File: src/bsl_pkg.sv
// package for the binary signal link: sizes, opcodes, command carrier
package bsl_pkg;
   localparam int NUM_CTRL_BANKS = 15;
   localparam int NUM_SENSE_BANKS = 15;
   localparam int BANK_WIDTH = 8;
   localparam int NUM_CTRL = NUM_CTRL_BANKS * BANK_WIDTH;
   localparam int NUM_SENSE = NUM_SENSE_BANKS * BANK_WIDTH;
   localparam int NUM_PRIO_GROUPS = 16;
   localparam int PRIO_GROUP_WIDTH = 4;
   localparam int NUM_PRIO = NUM_PRIO_GROUPS * PRIO_GROUP_WIDTH;
   localparam int ADDR_W = 7;
   localparam int PRIO_ID_W = 6;
   localparam logic [ADDR_W-1:0] CTRL_LAST = 7'h77;
   localparam logic [ADDR_W-1:0] SENSE_LAST = 7'h77;

   typedef enum logic [1:0]
   {
      BSL_OP_NONE = 2'h0,
      BSL_OP_SET = 2'h1,
      BSL_OP_CLEAR = 2'h2,
      BSL_OP_SENSE = 2'h3
   } bsl_op_t;

   typedef struct packed
   {
      logic valid;
      bsl_op_t op;
      logic [ADDR_W-1:0] addr;
   } bsl_cmd_t;

   typedef struct packed
   {
      logic valid;
      logic state;
   } bsl_sense_rsp_t;
endpackage : bsl_pkg

File: src/bsl_link.sv
// binary signal link: held control lines, sense interrogation, interrupts
//
// How it works
// - control lines are held registered levels
// - one addressed line changes per command
// - 120 control lines in banks of eight
// - set command drives addressed line true
// - clear command drives addressed line false
// - sense command returns addressed line state
// - 120 sense inputs in banks of eight
// - one standard interrupt input interrupts host
// - single priority request passes straight through
// - several requests presented one by one, ordered
// - 64 priority inputs in groups of four
`timescale 1ns/1ns
module bsl_link
(
   input wire logic i_clock,
   input wire logic i_rst_b,
   input wire bsl_pkg::bsl_cmd_t i_cmd,
   output bsl_pkg::bsl_sense_rsp_t o_sense_rsp,
   output logic [bsl_pkg::NUM_CTRL-1:0] o_ctrl_line,
   input wire logic [bsl_pkg::NUM_SENSE-1:0] i_sense_line,
   input wire logic i_std_irq,
   output logic o_std_irq,
   input wire logic [bsl_pkg::NUM_PRIO-1:0] i_prio_req,
   input wire logic i_prio_ack,
   output logic o_prio_irq,
   output logic [bsl_pkg::PRIO_ID_W-1:0] o_prio_id
);
   typedef enum logic [1:0]
   {
      BSL_PI_IDLE = 2'b01,
      BSL_PI_PRESENT = 2'b10
   } bsl_pi_state_t;

   logic [bsl_pkg::NUM_SENSE-1:0] sense_meta;
   logic [bsl_pkg::NUM_SENSE-1:0] sense_sync;
   logic std_meta;
   logic std_sync;
   logic [bsl_pkg::NUM_PRIO-1:0] prio_meta;
   logic [bsl_pkg::NUM_PRIO-1:0] prio_sync;
   logic [bsl_pkg::NUM_PRIO-1:0] prio_prev;
   logic [bsl_pkg::NUM_PRIO-1:0] pending;
   logic [bsl_pkg::NUM_PRIO-1:0] next_pending;
   logic [bsl_pkg::NUM_PRIO-1:0] prio_rise;
   logic [bsl_pkg::NUM_PRIO-1:0] ack_clear;
   logic [bsl_pkg::NUM_CTRL-1:0] next_ctrl_line;
   bsl_pi_state_t pi_state;
   bsl_pi_state_t next_pi_state;
   logic arb_any;
   logic [bsl_pkg::PRIO_ID_W-1:0] arb_id;
   logic next_prio_irq;
   logic [bsl_pkg::PRIO_ID_W-1:0] next_prio_id;
   logic cmd_set;
   logic cmd_clear;
   logic cmd_sense;
   logic ctrl_addr_ok;
   logic sense_addr_ok;
   logic sense_bit;
   logic ack_taken;

   // pins from the patch panel are asynchronous to the clock
   always_ff @(posedge i_clock or negedge i_rst_b)
   begin
      if (!i_rst_b)
      begin
         sense_meta <= '0;
         sense_sync <= '0;
      end
      else
      begin
         sense_meta <= i_sense_line;
         sense_sync <= sense_meta;
      end
   end

   always_ff @(posedge i_clock or negedge i_rst_b)
   begin
      if (!i_rst_b)
      begin
         std_meta <= 1'b0;
         std_sync <= 1'b0;
      end
      else
      begin
         std_meta <= i_std_irq;
         std_sync <= std_meta;
      end
   end

   always_ff @(posedge i_clock or negedge i_rst_b)
   begin
      if (!i_rst_b)
      begin
         prio_meta <= '0;
         prio_sync <= '0;
      end
      else
      begin
         prio_meta <= i_prio_req;
         prio_sync <= prio_meta;
      end
   end

   // command decode
   assign cmd_set = i_cmd.valid && (i_cmd.op == bsl_pkg::BSL_OP_SET);
   assign cmd_clear = i_cmd.valid && (i_cmd.op == bsl_pkg::BSL_OP_CLEAR);
   assign cmd_sense = i_cmd.valid && (i_cmd.op == bsl_pkg::BSL_OP_SENSE);
   assign ctrl_addr_ok = i_cmd.addr <= bsl_pkg::CTRL_LAST;
   assign sense_addr_ok = i_cmd.addr <= bsl_pkg::SENSE_LAST;
   assign sense_bit = sense_addr_ok ? sense_sync[i_cmd.addr] : 1'b0;

   // each control line only reacts to its own address
   genvar c;
   generate
      for (c = 0; c < bsl_pkg::NUM_CTRL; c++)
      begin : g_ctrl
         logic hit;
         assign hit = ctrl_addr_ok && (i_cmd.addr == 7'(c));
         assign next_ctrl_line[c] = (hit && cmd_set) ? 1'b1 :
                                    (hit && cmd_clear) ? 1'b0 :
                                    o_ctrl_line[c];
      end
   endgenerate

   // held levels: a line only moves on a command for its own address
   always_ff @(posedge i_clock or negedge i_rst_b)
   begin
      if (!i_rst_b)
      begin
         o_ctrl_line <= '0;
      end
      else
      begin
         o_ctrl_line <= next_ctrl_line;
      end
   end

   always_ff @(posedge i_clock or negedge i_rst_b)
   begin
      if (!i_rst_b)
      begin
         o_sense_rsp <= '0;
         o_std_irq <= 1'b0;
      end
      else
      begin
         o_sense_rsp.valid <= cmd_sense;
         o_sense_rsp.state <= cmd_sense ? sense_bit : 1'b0;
         o_std_irq <= std_sync;
      end
   end

   // priority requests latch on a rising edge; ack retires the presented one
   assign prio_rise = prio_sync & ~prio_prev;
   assign ack_taken = (pi_state == BSL_PI_PRESENT) && i_prio_ack;

   genvar p;
   generate
      for (p = 0; p < bsl_pkg::NUM_PRIO; p++)
      begin : g_pend
         assign ack_clear[p] = ack_taken && (o_prio_id == 6'(p));
         // a new edge in the ack cycle wins over the clear
         assign next_pending[p] = prio_rise[p] | (pending[p] & ~ack_clear[p]);
      end
   endgenerate

   bsl_prio_arbiter u_arb
   (
      .i_pending(pending),
      .o_any(arb_any),
      .o_id(arb_id)
   );

   always_comb
   begin
      next_pi_state = pi_state;
      next_prio_irq = o_prio_irq;
      next_prio_id = o_prio_id;
      case (pi_state)
         BSL_PI_IDLE:
         begin
            if (arb_any)
            begin
               next_pi_state = BSL_PI_PRESENT;
               next_prio_irq = 1'b1;
               next_prio_id = arb_id;
            end
         end
         BSL_PI_PRESENT:
         begin
            if (i_prio_ack)
            begin
               next_pi_state = BSL_PI_IDLE;
               next_prio_irq = 1'b0;
            end
         end
         default:
         begin
            next_pi_state = BSL_PI_IDLE;
            next_prio_irq = 1'b0;
         end
      endcase
   end

   always_ff @(posedge i_clock or negedge i_rst_b)
   begin
      if (!i_rst_b)
      begin
         prio_prev <= '0;
         pending <= '0;
         pi_state <= BSL_PI_IDLE;
         o_prio_irq <= 1'b0;
         o_prio_id <= '0;
      end
      else
      begin
         prio_prev <= prio_sync;
         pending <= next_pending;
         pi_state <= next_pi_state;
         o_prio_irq <= next_prio_irq;
         o_prio_id <= next_prio_id;
      end
   end
endmodule : bsl_link

File: src/bsl_prio_arbiter.sv
// fixed-priority interrupt arbiter, lowest index highest priority
`timescale 1ns/1ns
module bsl_prio_arbiter
(
   input wire logic [bsl_pkg::NUM_PRIO-1:0] i_pending,
   output logic o_any,
   output logic [bsl_pkg::PRIO_ID_W-1:0] o_id
);
   logic [bsl_pkg::NUM_PRIO:0] seen;
   logic [bsl_pkg::PRIO_ID_W-1:0] pick [0:bsl_pkg::NUM_PRIO];

   assign seen[0] = 1'b0;
   assign pick[0] = '0;

   // chain: first set bit from index 0 wins
   genvar g;
   generate
      for (g = 0; g < bsl_pkg::NUM_PRIO; g++)
      begin : g_chain
         assign seen[g+1] = seen[g] | i_pending[g];
         assign pick[g+1] = (i_pending[g] && !seen[g]) ? 6'(g) : pick[g];
      end
   endgenerate

   assign o_any = seen[bsl_pkg::NUM_PRIO];
   assign o_id = pick[bsl_pkg::NUM_PRIO];
endmodule : bsl_prio_arbiter

File: config.mk
export PLATFORM = sky130hd
export DESIGN_NAME = bsl_link
export DESIGN_NICKNAME = d
export VERILOG_FILES = /design/src/bsl_pkg.sv /design/src/bsl_link.sv /design/src/bsl_prio_arbiter.sv
export SDC_FILE = /design/constraint.sdc
export NUM_CORES = 1
export LEC_CHECK = 0
export BUFFER_PORTS_ARGS = -buffer_cell sky130_fd_sc_hd__buf_4
export CAP_MARGIN = 30
export CORE_ASPECT_RATIO = 1.2
export CORE_MARGIN = 2
export CORE_UTILIZATION = 50
export CTS_CLUSTER_DIAMETER = 50
export DETAILED_ROUTE_END_ITERATION = 12
export GPL_ROUTABILITY_DRIVEN = 1
export PLACE_DENSITY = 0.72
export SKIP_LAST_GASP = 1
export SYNTH_ARGS = -nofsm -noshare
export SYNTH_HDL_FRONTEND = slang
export SYNTH_SLANG_ARGS = --single-unit
File: constraint.sdc
create_clock -name i_clock -period 2.3 [get_ports i_clock]
set_input_delay 0.115 -clock i_clock [delete_from_list [all_inputs] [get_ports i_clock]]
set_output_delay 0.115 -clock i_clock [all_outputs]
set_load 0.01 [all_outputs]
==> qor.yml, run 1 <==
outcome:
  status: "completed"
grt:
  grt_pass1_vias: 15300
  grtUsageTotal_pct: 27.6
  grt_max_degree: 83
  antenna_found_initial: 0
  grt_overflow: 0
  grt_pass1_wl_um: 87200
floorplanning:
  die_area_sq_um: 42400
  start_util_pct: 50.4
  row_count: 81
  core_region_area_sq_um: 40400
  die_h_um: 225
  die_w_um: 188
  io_pins: 328
placed_design:
  postPlaceCellArea_sq_um: 23900
  pre_cts_ws_ns: 0.0157
  hpwlAfterDp_um: 36400
  gp_congestion: 0.931
  dp_cells: 2294
  numPortBuffers: 327
finish:
  layout.cells.non_filler: 2591
  multi_input_area_sq_um: 4170
  final_area_sq_um: 27800
  finalNetCount: 2206
  seqCellArea_sq_um: 15700
  area_delta_synth_final_pct: 36.4
  drive_gt1_share_pct: 26.0
  fill_cells: 2670
  diodes: 0
critical_path:
  r2r_cells: 6
  startpoint_type: "flop"
  reg2reg_to: "o_prio_id[2]"
  worstReg2RegStart: "pending[17]"
  critPathCaptureType: "flop"
  cp_max_fo: 9
  critPathKind: "reg -> reg"
  required_ns: 2.82
  rrSetupSlack_ns: 0.08
  worstPathArrival_ns: 2.73
hold_path:
  min_from: "i_cmd[6]"
  min_to: "o_ctrl_line[101]"
  min-delay-path-class: "in -> reg"
  hold_depth: 3
synth:
  async_flop_share_pct: 100
  ys_seq_elements: 629
  syn-instance-count: 1418
  synth_edf_count: 0
  syn_nets: 1616
  ys.flop_type: "dfrtp_1"
  yosys.cell_types.count: 58
  syn_area_sq_um: 20400
  synth.avg_cell_area_sq_um: 14.4
  yosysSeqAreaShare_pct: 77.2
  ys.warnings.count: 0
clocking:
  clock_sinks: 629
  clockBufferDepth: 3
  clkTransAtPathRegs_ns: 0.07
  cts_tree: "done"
  h-tree-depth: 2
  clockRootBuffer: "clkbuf_16"
  cts_buffers: 58
  clkLatencyLatePin_ns: 0.63
timing:
  slew_violations: 0
  fin_ws_ns: 0.0807
  final-setup-viol-count: 0
  hold_viol: 0
  rsz0062_at_grt: "true"
  fin_setup_tns_ns: 0
  period_needed_ns: 2.22
  max-slew-margin-rel_pct: 44.1
  fin_crit_sh_pct: 96.5
  worstMarginPinSlew_ns: 0.837
  fin_hold_ws_ns: 0.0650
  fin_skew_ns: 0.0282
  fmax_mhz: 451
route:
  wl_per_cell_um: 22.2
  vias_per_cell: 5.39
  antenna_left: 0
  routed_wl_um: 57400
  via_count: 14000
  first_iter_violations: 759
  drc: 0
  firstDrtPassIters: 7
power_and_ir_drop:
  leakage_nw: 12.6
  ir_drop_mv: 0.696
  power_density_nw_per_um2: 869
job:
  drv_cap: 0
worst max-delay path, stage by stage, from the launching register on:
cell and delay, ns:
dfrtp_1 0.40, or4_4 0.53, nand4b_4 0.21, nor4_2 0.46, a21oi_2 0.22, o311a_1 0.18, a21oi_1 0.15
cell usage after synthesis (2+ instances only):
| library cell | instances | share of area, % |
|---|---|---|
| nor4_4 | 5 | 0.52 |
| clkbuf_1 | 41 | 0.76 |
| nor3b_1 | 3 | 0.11 |
| nor2_1 | 43 | 0.79 |
| o41ai_1 | 2 | 0.086 |
| or4_4 | 2 | 0.11 |
| a41oi_1 | 3 | 0.13 |
| nor4_2 | 3 | 0.18 |
| mux2i_1 | 5 | 0.25 |
| nand4_1 | 3 | 0.092 |
| a21oi_1 | 18 | 0.44 |
| buf_2 | 4 | 0.098 |
| nand2b_1 | 6 | 0.18 |
| nor2b_1 | 17 | 0.52 |
| or3_1 | 3 | 0.092 |
| buf_1 | 3 | 0.055 |
| nor4_1 | 7 | 0.21 |
| nor3_1 | 10 | 0.25 |
| nand2_1 | 39 | 0.72 |
| o311ai_0 | 3 | 0.13 |
| a31oi_1 | 6 | 0.18 |
| inv_1 | 78 | 1.4 |
| nand3b_1 | 3 | 0.11 |
| a22oi_1 | 5 | 0.18 |
| dfrtp_1 | 628 | 77 |
| o21ai_0 | 328 | 8.1 |
| o21bai_1 | 4 | 0.15 |
| and2_1 | 2 | 0.061 |
| nand3_1 | 24 | 0.59 |
| a211oi_1 | 6 | 0.22 |
| o31ai_1 | 3 | 0.11 |
| o21ai_1 | 53 | 1.3 |
| or4_1 | 3 | 0.11 |
| a2111oi_0 | 2 | 0.086 |
| mux4_2 | 30 | 3.3 |
what timing repair did:
action / 4_1_cts / 5_1_grt
hold buffers: 191 / 0
buffers inserted: 1 / 1
setup endpoints to repair: 1 / 6
endpoints found under the hold margin: 517 / 0
pin swaps: 0 / 2
resized for setup: 0 / 4
sequential cells by signal, summed over array words and instances, names as in the netlist:
signal,cells
prio_meta,64
o_sense_rsp,2
prio_sync,64
o_std_irq,1
o_prio_id,6
sense_meta,120
sense_sync,120
prio_prev,64
std_sync,1
pending,64
o_prio_irq,1
std_meta,1
o_ctrl_line,120
pi_state,1
metrics by stage:
stage               total power, mW  utilization (%)
finish                         24.1             68.7
global route                   25.0             68.7
CTS                            24.2             68.7
detailed placement             14.1             59.0
global placement               14.1             59.0
floorplan                      12.8                -
worst max-delay path by stage:
stage	from	endpoint	slack, ns	cells after the start
2_1_floorplan	pending[16]	o_prio_id[0]	0.08	6
3_3_place_gp	pending[16]	o_prio_id[0]	0.04	6
3_5_place_dp	pending[16]	o_prio_id[0]	0.02	6
4_1_cts	pending[3]	o_prio_id[0]	0.002	6
5_1_grt	pending[17]	o_prio_id[2]	-0.04	6
6_report	pending[17]	o_prio_id[2]	0.08	6
cell families (layout without fill, tap and decap cells):
logic type	count (synthesis)	after routing	share of synthesized area, %
flip-flops	629	629	77.2
AO/OA/AOI/OAI	444	444	11.6
AND/OR/NAND/NOR	182	182	5.19
buffers and inverters	127	761	2.38
multiplexers	36	36	3.62
metal layers:
layer | global-route usage (%) | up-vias | wire length [um]
met3 | 5.03 | 162 | 3380
li1 | - | 6102 | -
met5 | 0 | - | 0
met4 | 14.3 | 0 | 2890
met2 | 50.1 | 563 | 30900
met1 | 31.3 | 7136 | 20300
power by group:
group / total (mW) / internal [mW] / leakage [nW] / switching (mW)
clock network: 9.90 / 5.76 / 0.960 / 4.14
registers: 12.1 / 11.7 / 7.41 / 0.413
logic: 2.17 / 0.995 / 4.24 / 1.17
total: 24.1 / 18.4 / 12.6 / 5.73
cells in the final DEF (no fill, tap or decap), types with 5 or more instances in the layout:
| cell type | count |
|---|---|
| buf_4 | 379 |
| bufinv_16 | 6 |
| a211oi_1 | 6 |
| clkbuf_16 | 59 |
| nor2_1 | 43 |
| nand2b_1 | 6 |
| o21ai_1 | 53 |
| nor3_1 | 10 |
| inv_1 | 78 |
| clkinv_2 | 6 |
| mux2i_1 | 5 |
| nand3_1 | 24 |
| a21oi_1 | 18 |
| a22oi_1 | 5 |
| nor4_1 | 6 |
| mux4_2 | 30 |
| clkbuf_8 | 11 |
| dlygate4sd3_1 | 191 |
| buf_12 | 8 |
| a31oi_1 | 6 |
| o21ai_0 | 328 |
| clkbuf_1 | 11 |
| nor2b_1 | 17 |
| nor4_4 | 5 |
| dfrtp_1 | 628 |
| clkinvlp_4 | 5 |
| nand2_1 | 39 |
cell type report:
class / instances / area share [%]
Sequential cell: 629 / 56.6
Multi-Input combinational cell: 662 / 15.0
Tap cell: 539 / 2.43
Clock buffer: 81 / 6.00
Inverter: 78 / 1.05
Timing Repair Buffer: 579 / 17.7
Clock inverter: 23 / 1.13
Note: power is estimated with default switching activity, not from simulation.
==> run 2, diff against run 1 <==
- GPL_TIMING_DRIVEN: unset -> 0
- REMOVE_ABC_BUFFERS: unset -> 1
==> run 2 against run 1 <==
The run now ends with negative setup slack left. Global-route usage down 1.6 points. Die area unchanged. Combinational power down 3%. Register-to-register slack worse by 0.09 ns. Sequential power about the same. Design area down 0.37%. Via count down 2.2%. Non-clock buffer count down 44. Critical path type unchanged.
==> qor.yml, run 2 (synthesized netlist as in run 1, its figures left out) <==
outcome:
  status: "complete, but fails checks"
  violations: "negative setup slack"
clocking:
  clockBufferDepth: 3  # unchanged
  clkTransAtPathRegs_ns: 0.06  # about the same
  clkLatencyLatePin_ns: 0.62  # about the same
  cts_buffers: 59  # +1.7%
  clock_sinks: 629  # unchanged
  cts_tree: "done"
  h-tree-depth: 2  # unchanged
  clockRootBuffer: "clkbuf_16"
critical_path:
  worstReg2RegStart: "pending[6]"
  worstPathArrival_ns: 2.83  # +0.10 ns
  slowest_delay_ns: 0.57  # +0.04 ns
  crit_path_cell_trace: "or4_4 > nor3_4 > nand2b_4 > or3_4 > or3_1 > a41oi_2"
  required_ns: 2.83  # about the same
  crit_path_start: "pending[6]"
  cp_max_fo: 4  # -5
  cp_slowest_cell: "or4_4"
  critPathCaptureType: "flop"
  critPathKind: "reg -> reg"
  startpoint_type: "flop"
route:
  via_count: 13700  # -2.2%
  firstDrtPassIters: 5  # -2
  routed_wl_um: 54200  # -5.6%
  drc: 0  # unchanged
  antenna_left: 0  # unchanged
  vias_per_cell: 5.33  # -1.0%
  wl_per_cell_um: 21.2  # -4.4%
  first_iter_violations: 942  # +24%
placed_design:
  gp_congestion: 0.854  # -8.2%
  hpwlAfterDp_um: 33000  # -9.2%
  numPortBuffers: 327  # unchanged
  postPlaceCellArea_sq_um: 23500  # -1.7%
  dp_cells: 2240  # -2.4%
  pre_cts_ws_ns: -0.205  # -0.221 ns
finish:
  seqCellArea_sq_um: 15700  # about the same
  drive_gt1_share_pct: 24.9  # -1.1 points
  fill_cells: 2619  # -1.9%
  final_common_cell: "dfrtp_1"
  finalNetCount: 2163  # -1.9%
  mostFrequentLayoutCells: "dfrtp_1 (626), buf_4 (335), o21ai_0 (328), dlygate4sd3_1 (194), inv_1 (78)"
  layout.cells.non_filler: 2559  # -1.2%
  largestRegisters: "o_ctrl_line x120, sense_meta x120, sense_sync x120"
  area_delta_synth_final_pct: 35.9
  multi_input_area_sq_um: 4240  # +1.6%
  final_area_sq_um: 27700  # -0.37%
hold_path:
  min-delay-path-class: "in -> async"
floorplanning:
  io_pins: 328  # unchanged
  die_area_sq_um: 42400  # unchanged
  row_count: 81  # unchanged
  die_h_um: 225  # unchanged
  core_region_area_sq_um: 40400  # unchanged
  start_util_pct: 50.4  # unchanged
  die_w_um: 188  # unchanged
timing:
  max-slew-margin-rel_pct: 35.4  # -8.7 points
  fin_ws_ns: -0.00576  # -0.0865 ns
  final-setup-viol-count: 1  # +1
  hold_viol: 0  # unchanged
  rsz0062_at_grt: "true"
  fin_crit_sh_pct: 100  # +3.8 points
  fmax_mhz: 434  # -3.8%
  fin_skew_ns: 0.0232  # -0.00500 ns
  slew_violations: 0  # unchanged
  fin_setup_tns_ns: -0.00576  # -0.00576 ns
  period_needed_ns: 2.31  # +0.0865 ns
  worstMarginPinSlew_ns: 0.967  # +0.130 ns
power_and_ir_drop:
  leakage_nw: 12.5  # -0.44%
  power_density_nw_per_um2: 889  # +2.3%
  power_mw: 24.6  # +1.9%
  ir_drop_mv: 0.845  # +21%
grt:
  grtUsageTotal_pct: 26.0  # -1.6 points
  grt_pass1_vias: 14400  # -5.5%
  grt_max_degree: 129  # +55%
  grt_overflow: 0  # unchanged
  antenna_found_initial: 6  # +6
  grt_pass1_wl_um: 82800  # -5.0%
job:
  drv_cap: 0  # unchanged
## run 2: cell types whose count changed in the layout (fill, tap and decap cells not counted), sizes merged
cell / before / now
clkbuf: 81 / 83
buf: 388 / 341
dlygate4sd3: 191 / 194
bufinv: 6 / 8
diode: 0 / 4
clkinvlp: 5 / 3
clkinv: 9 / 15
## run 2: timing repair
action / 4_1_cts / 5_1_grt
buffers inserted: 7 / 2
gates resized for setup: 6 / 10
hold buffers: 195 / 0
hold endpoints to repair: 384 / 0
pin swaps: 4 / 1
endpoints found under the setup margin: 8 / 9
## run 2: final cells by class
cell class / instances / area share (%)
Clock inverter: 29 / 1.42
Tap cell: 539 / 2.44
Antenna cell: 4 / 0.0361
Sequential cell: 629 / 56.9
Clock buffer: 83 / 6.24
Multi-Input combinational cell: 662 / 15.3
Timing Repair Buffer: 535 / 16.6
Inverter: 78 / 1.06
## run 2: where the power goes
group / internal [mW] / switching [mW]
registers: 11.7 / 0.396
logic: 0.971 / 1.14
clock network: 6.18 / 4.26
## run 2: final timing paths
path	end	slack [ns]	cells after the start
setup / recovery	o_prio_id[0]	-0.006	6
hold / removal	prio_sync[40]	0.04	2
setup reg to reg	o_prio_id[0]	-0.006	6
hold reg to reg	prio_sync[35]	0.34	0
max in group asynchronous	sense_meta[52]	0.38	5
min in group i_clock	sense_meta[4]	0.13	2
## run 2: stage by stage
stage / utilization, % / hold slack, ns
after global placement: 57.7 / 0.224
after detailed placement: 58.0 / 0.0861
after CTS: 68.3 / 0.0316
after floorplan: - / -0.181
final: 68.5 / 0.0404
after global routing: 68.5 / 0.0742
## run 2: critical path, delay by kind of cell (launching register included)
| kind | cells | cell delay, ns |
|---|---|---|
| simple gates | 5 | 1.64 |
| compound gates | 1 | 0.14 |
| flops | 1 | 0.45 |
## run 2: layer usage
layer	GRT usage, %	part of all wire (%)	up-vias	wire, um
met3	4.92	6.0	167	3260
met1	31.8	38	6900	20400
met2	44.8	51	566	27600
met5	0	0.050	-	27
met4	12.8	5.4	4	2920
li1	-	-	6015	-
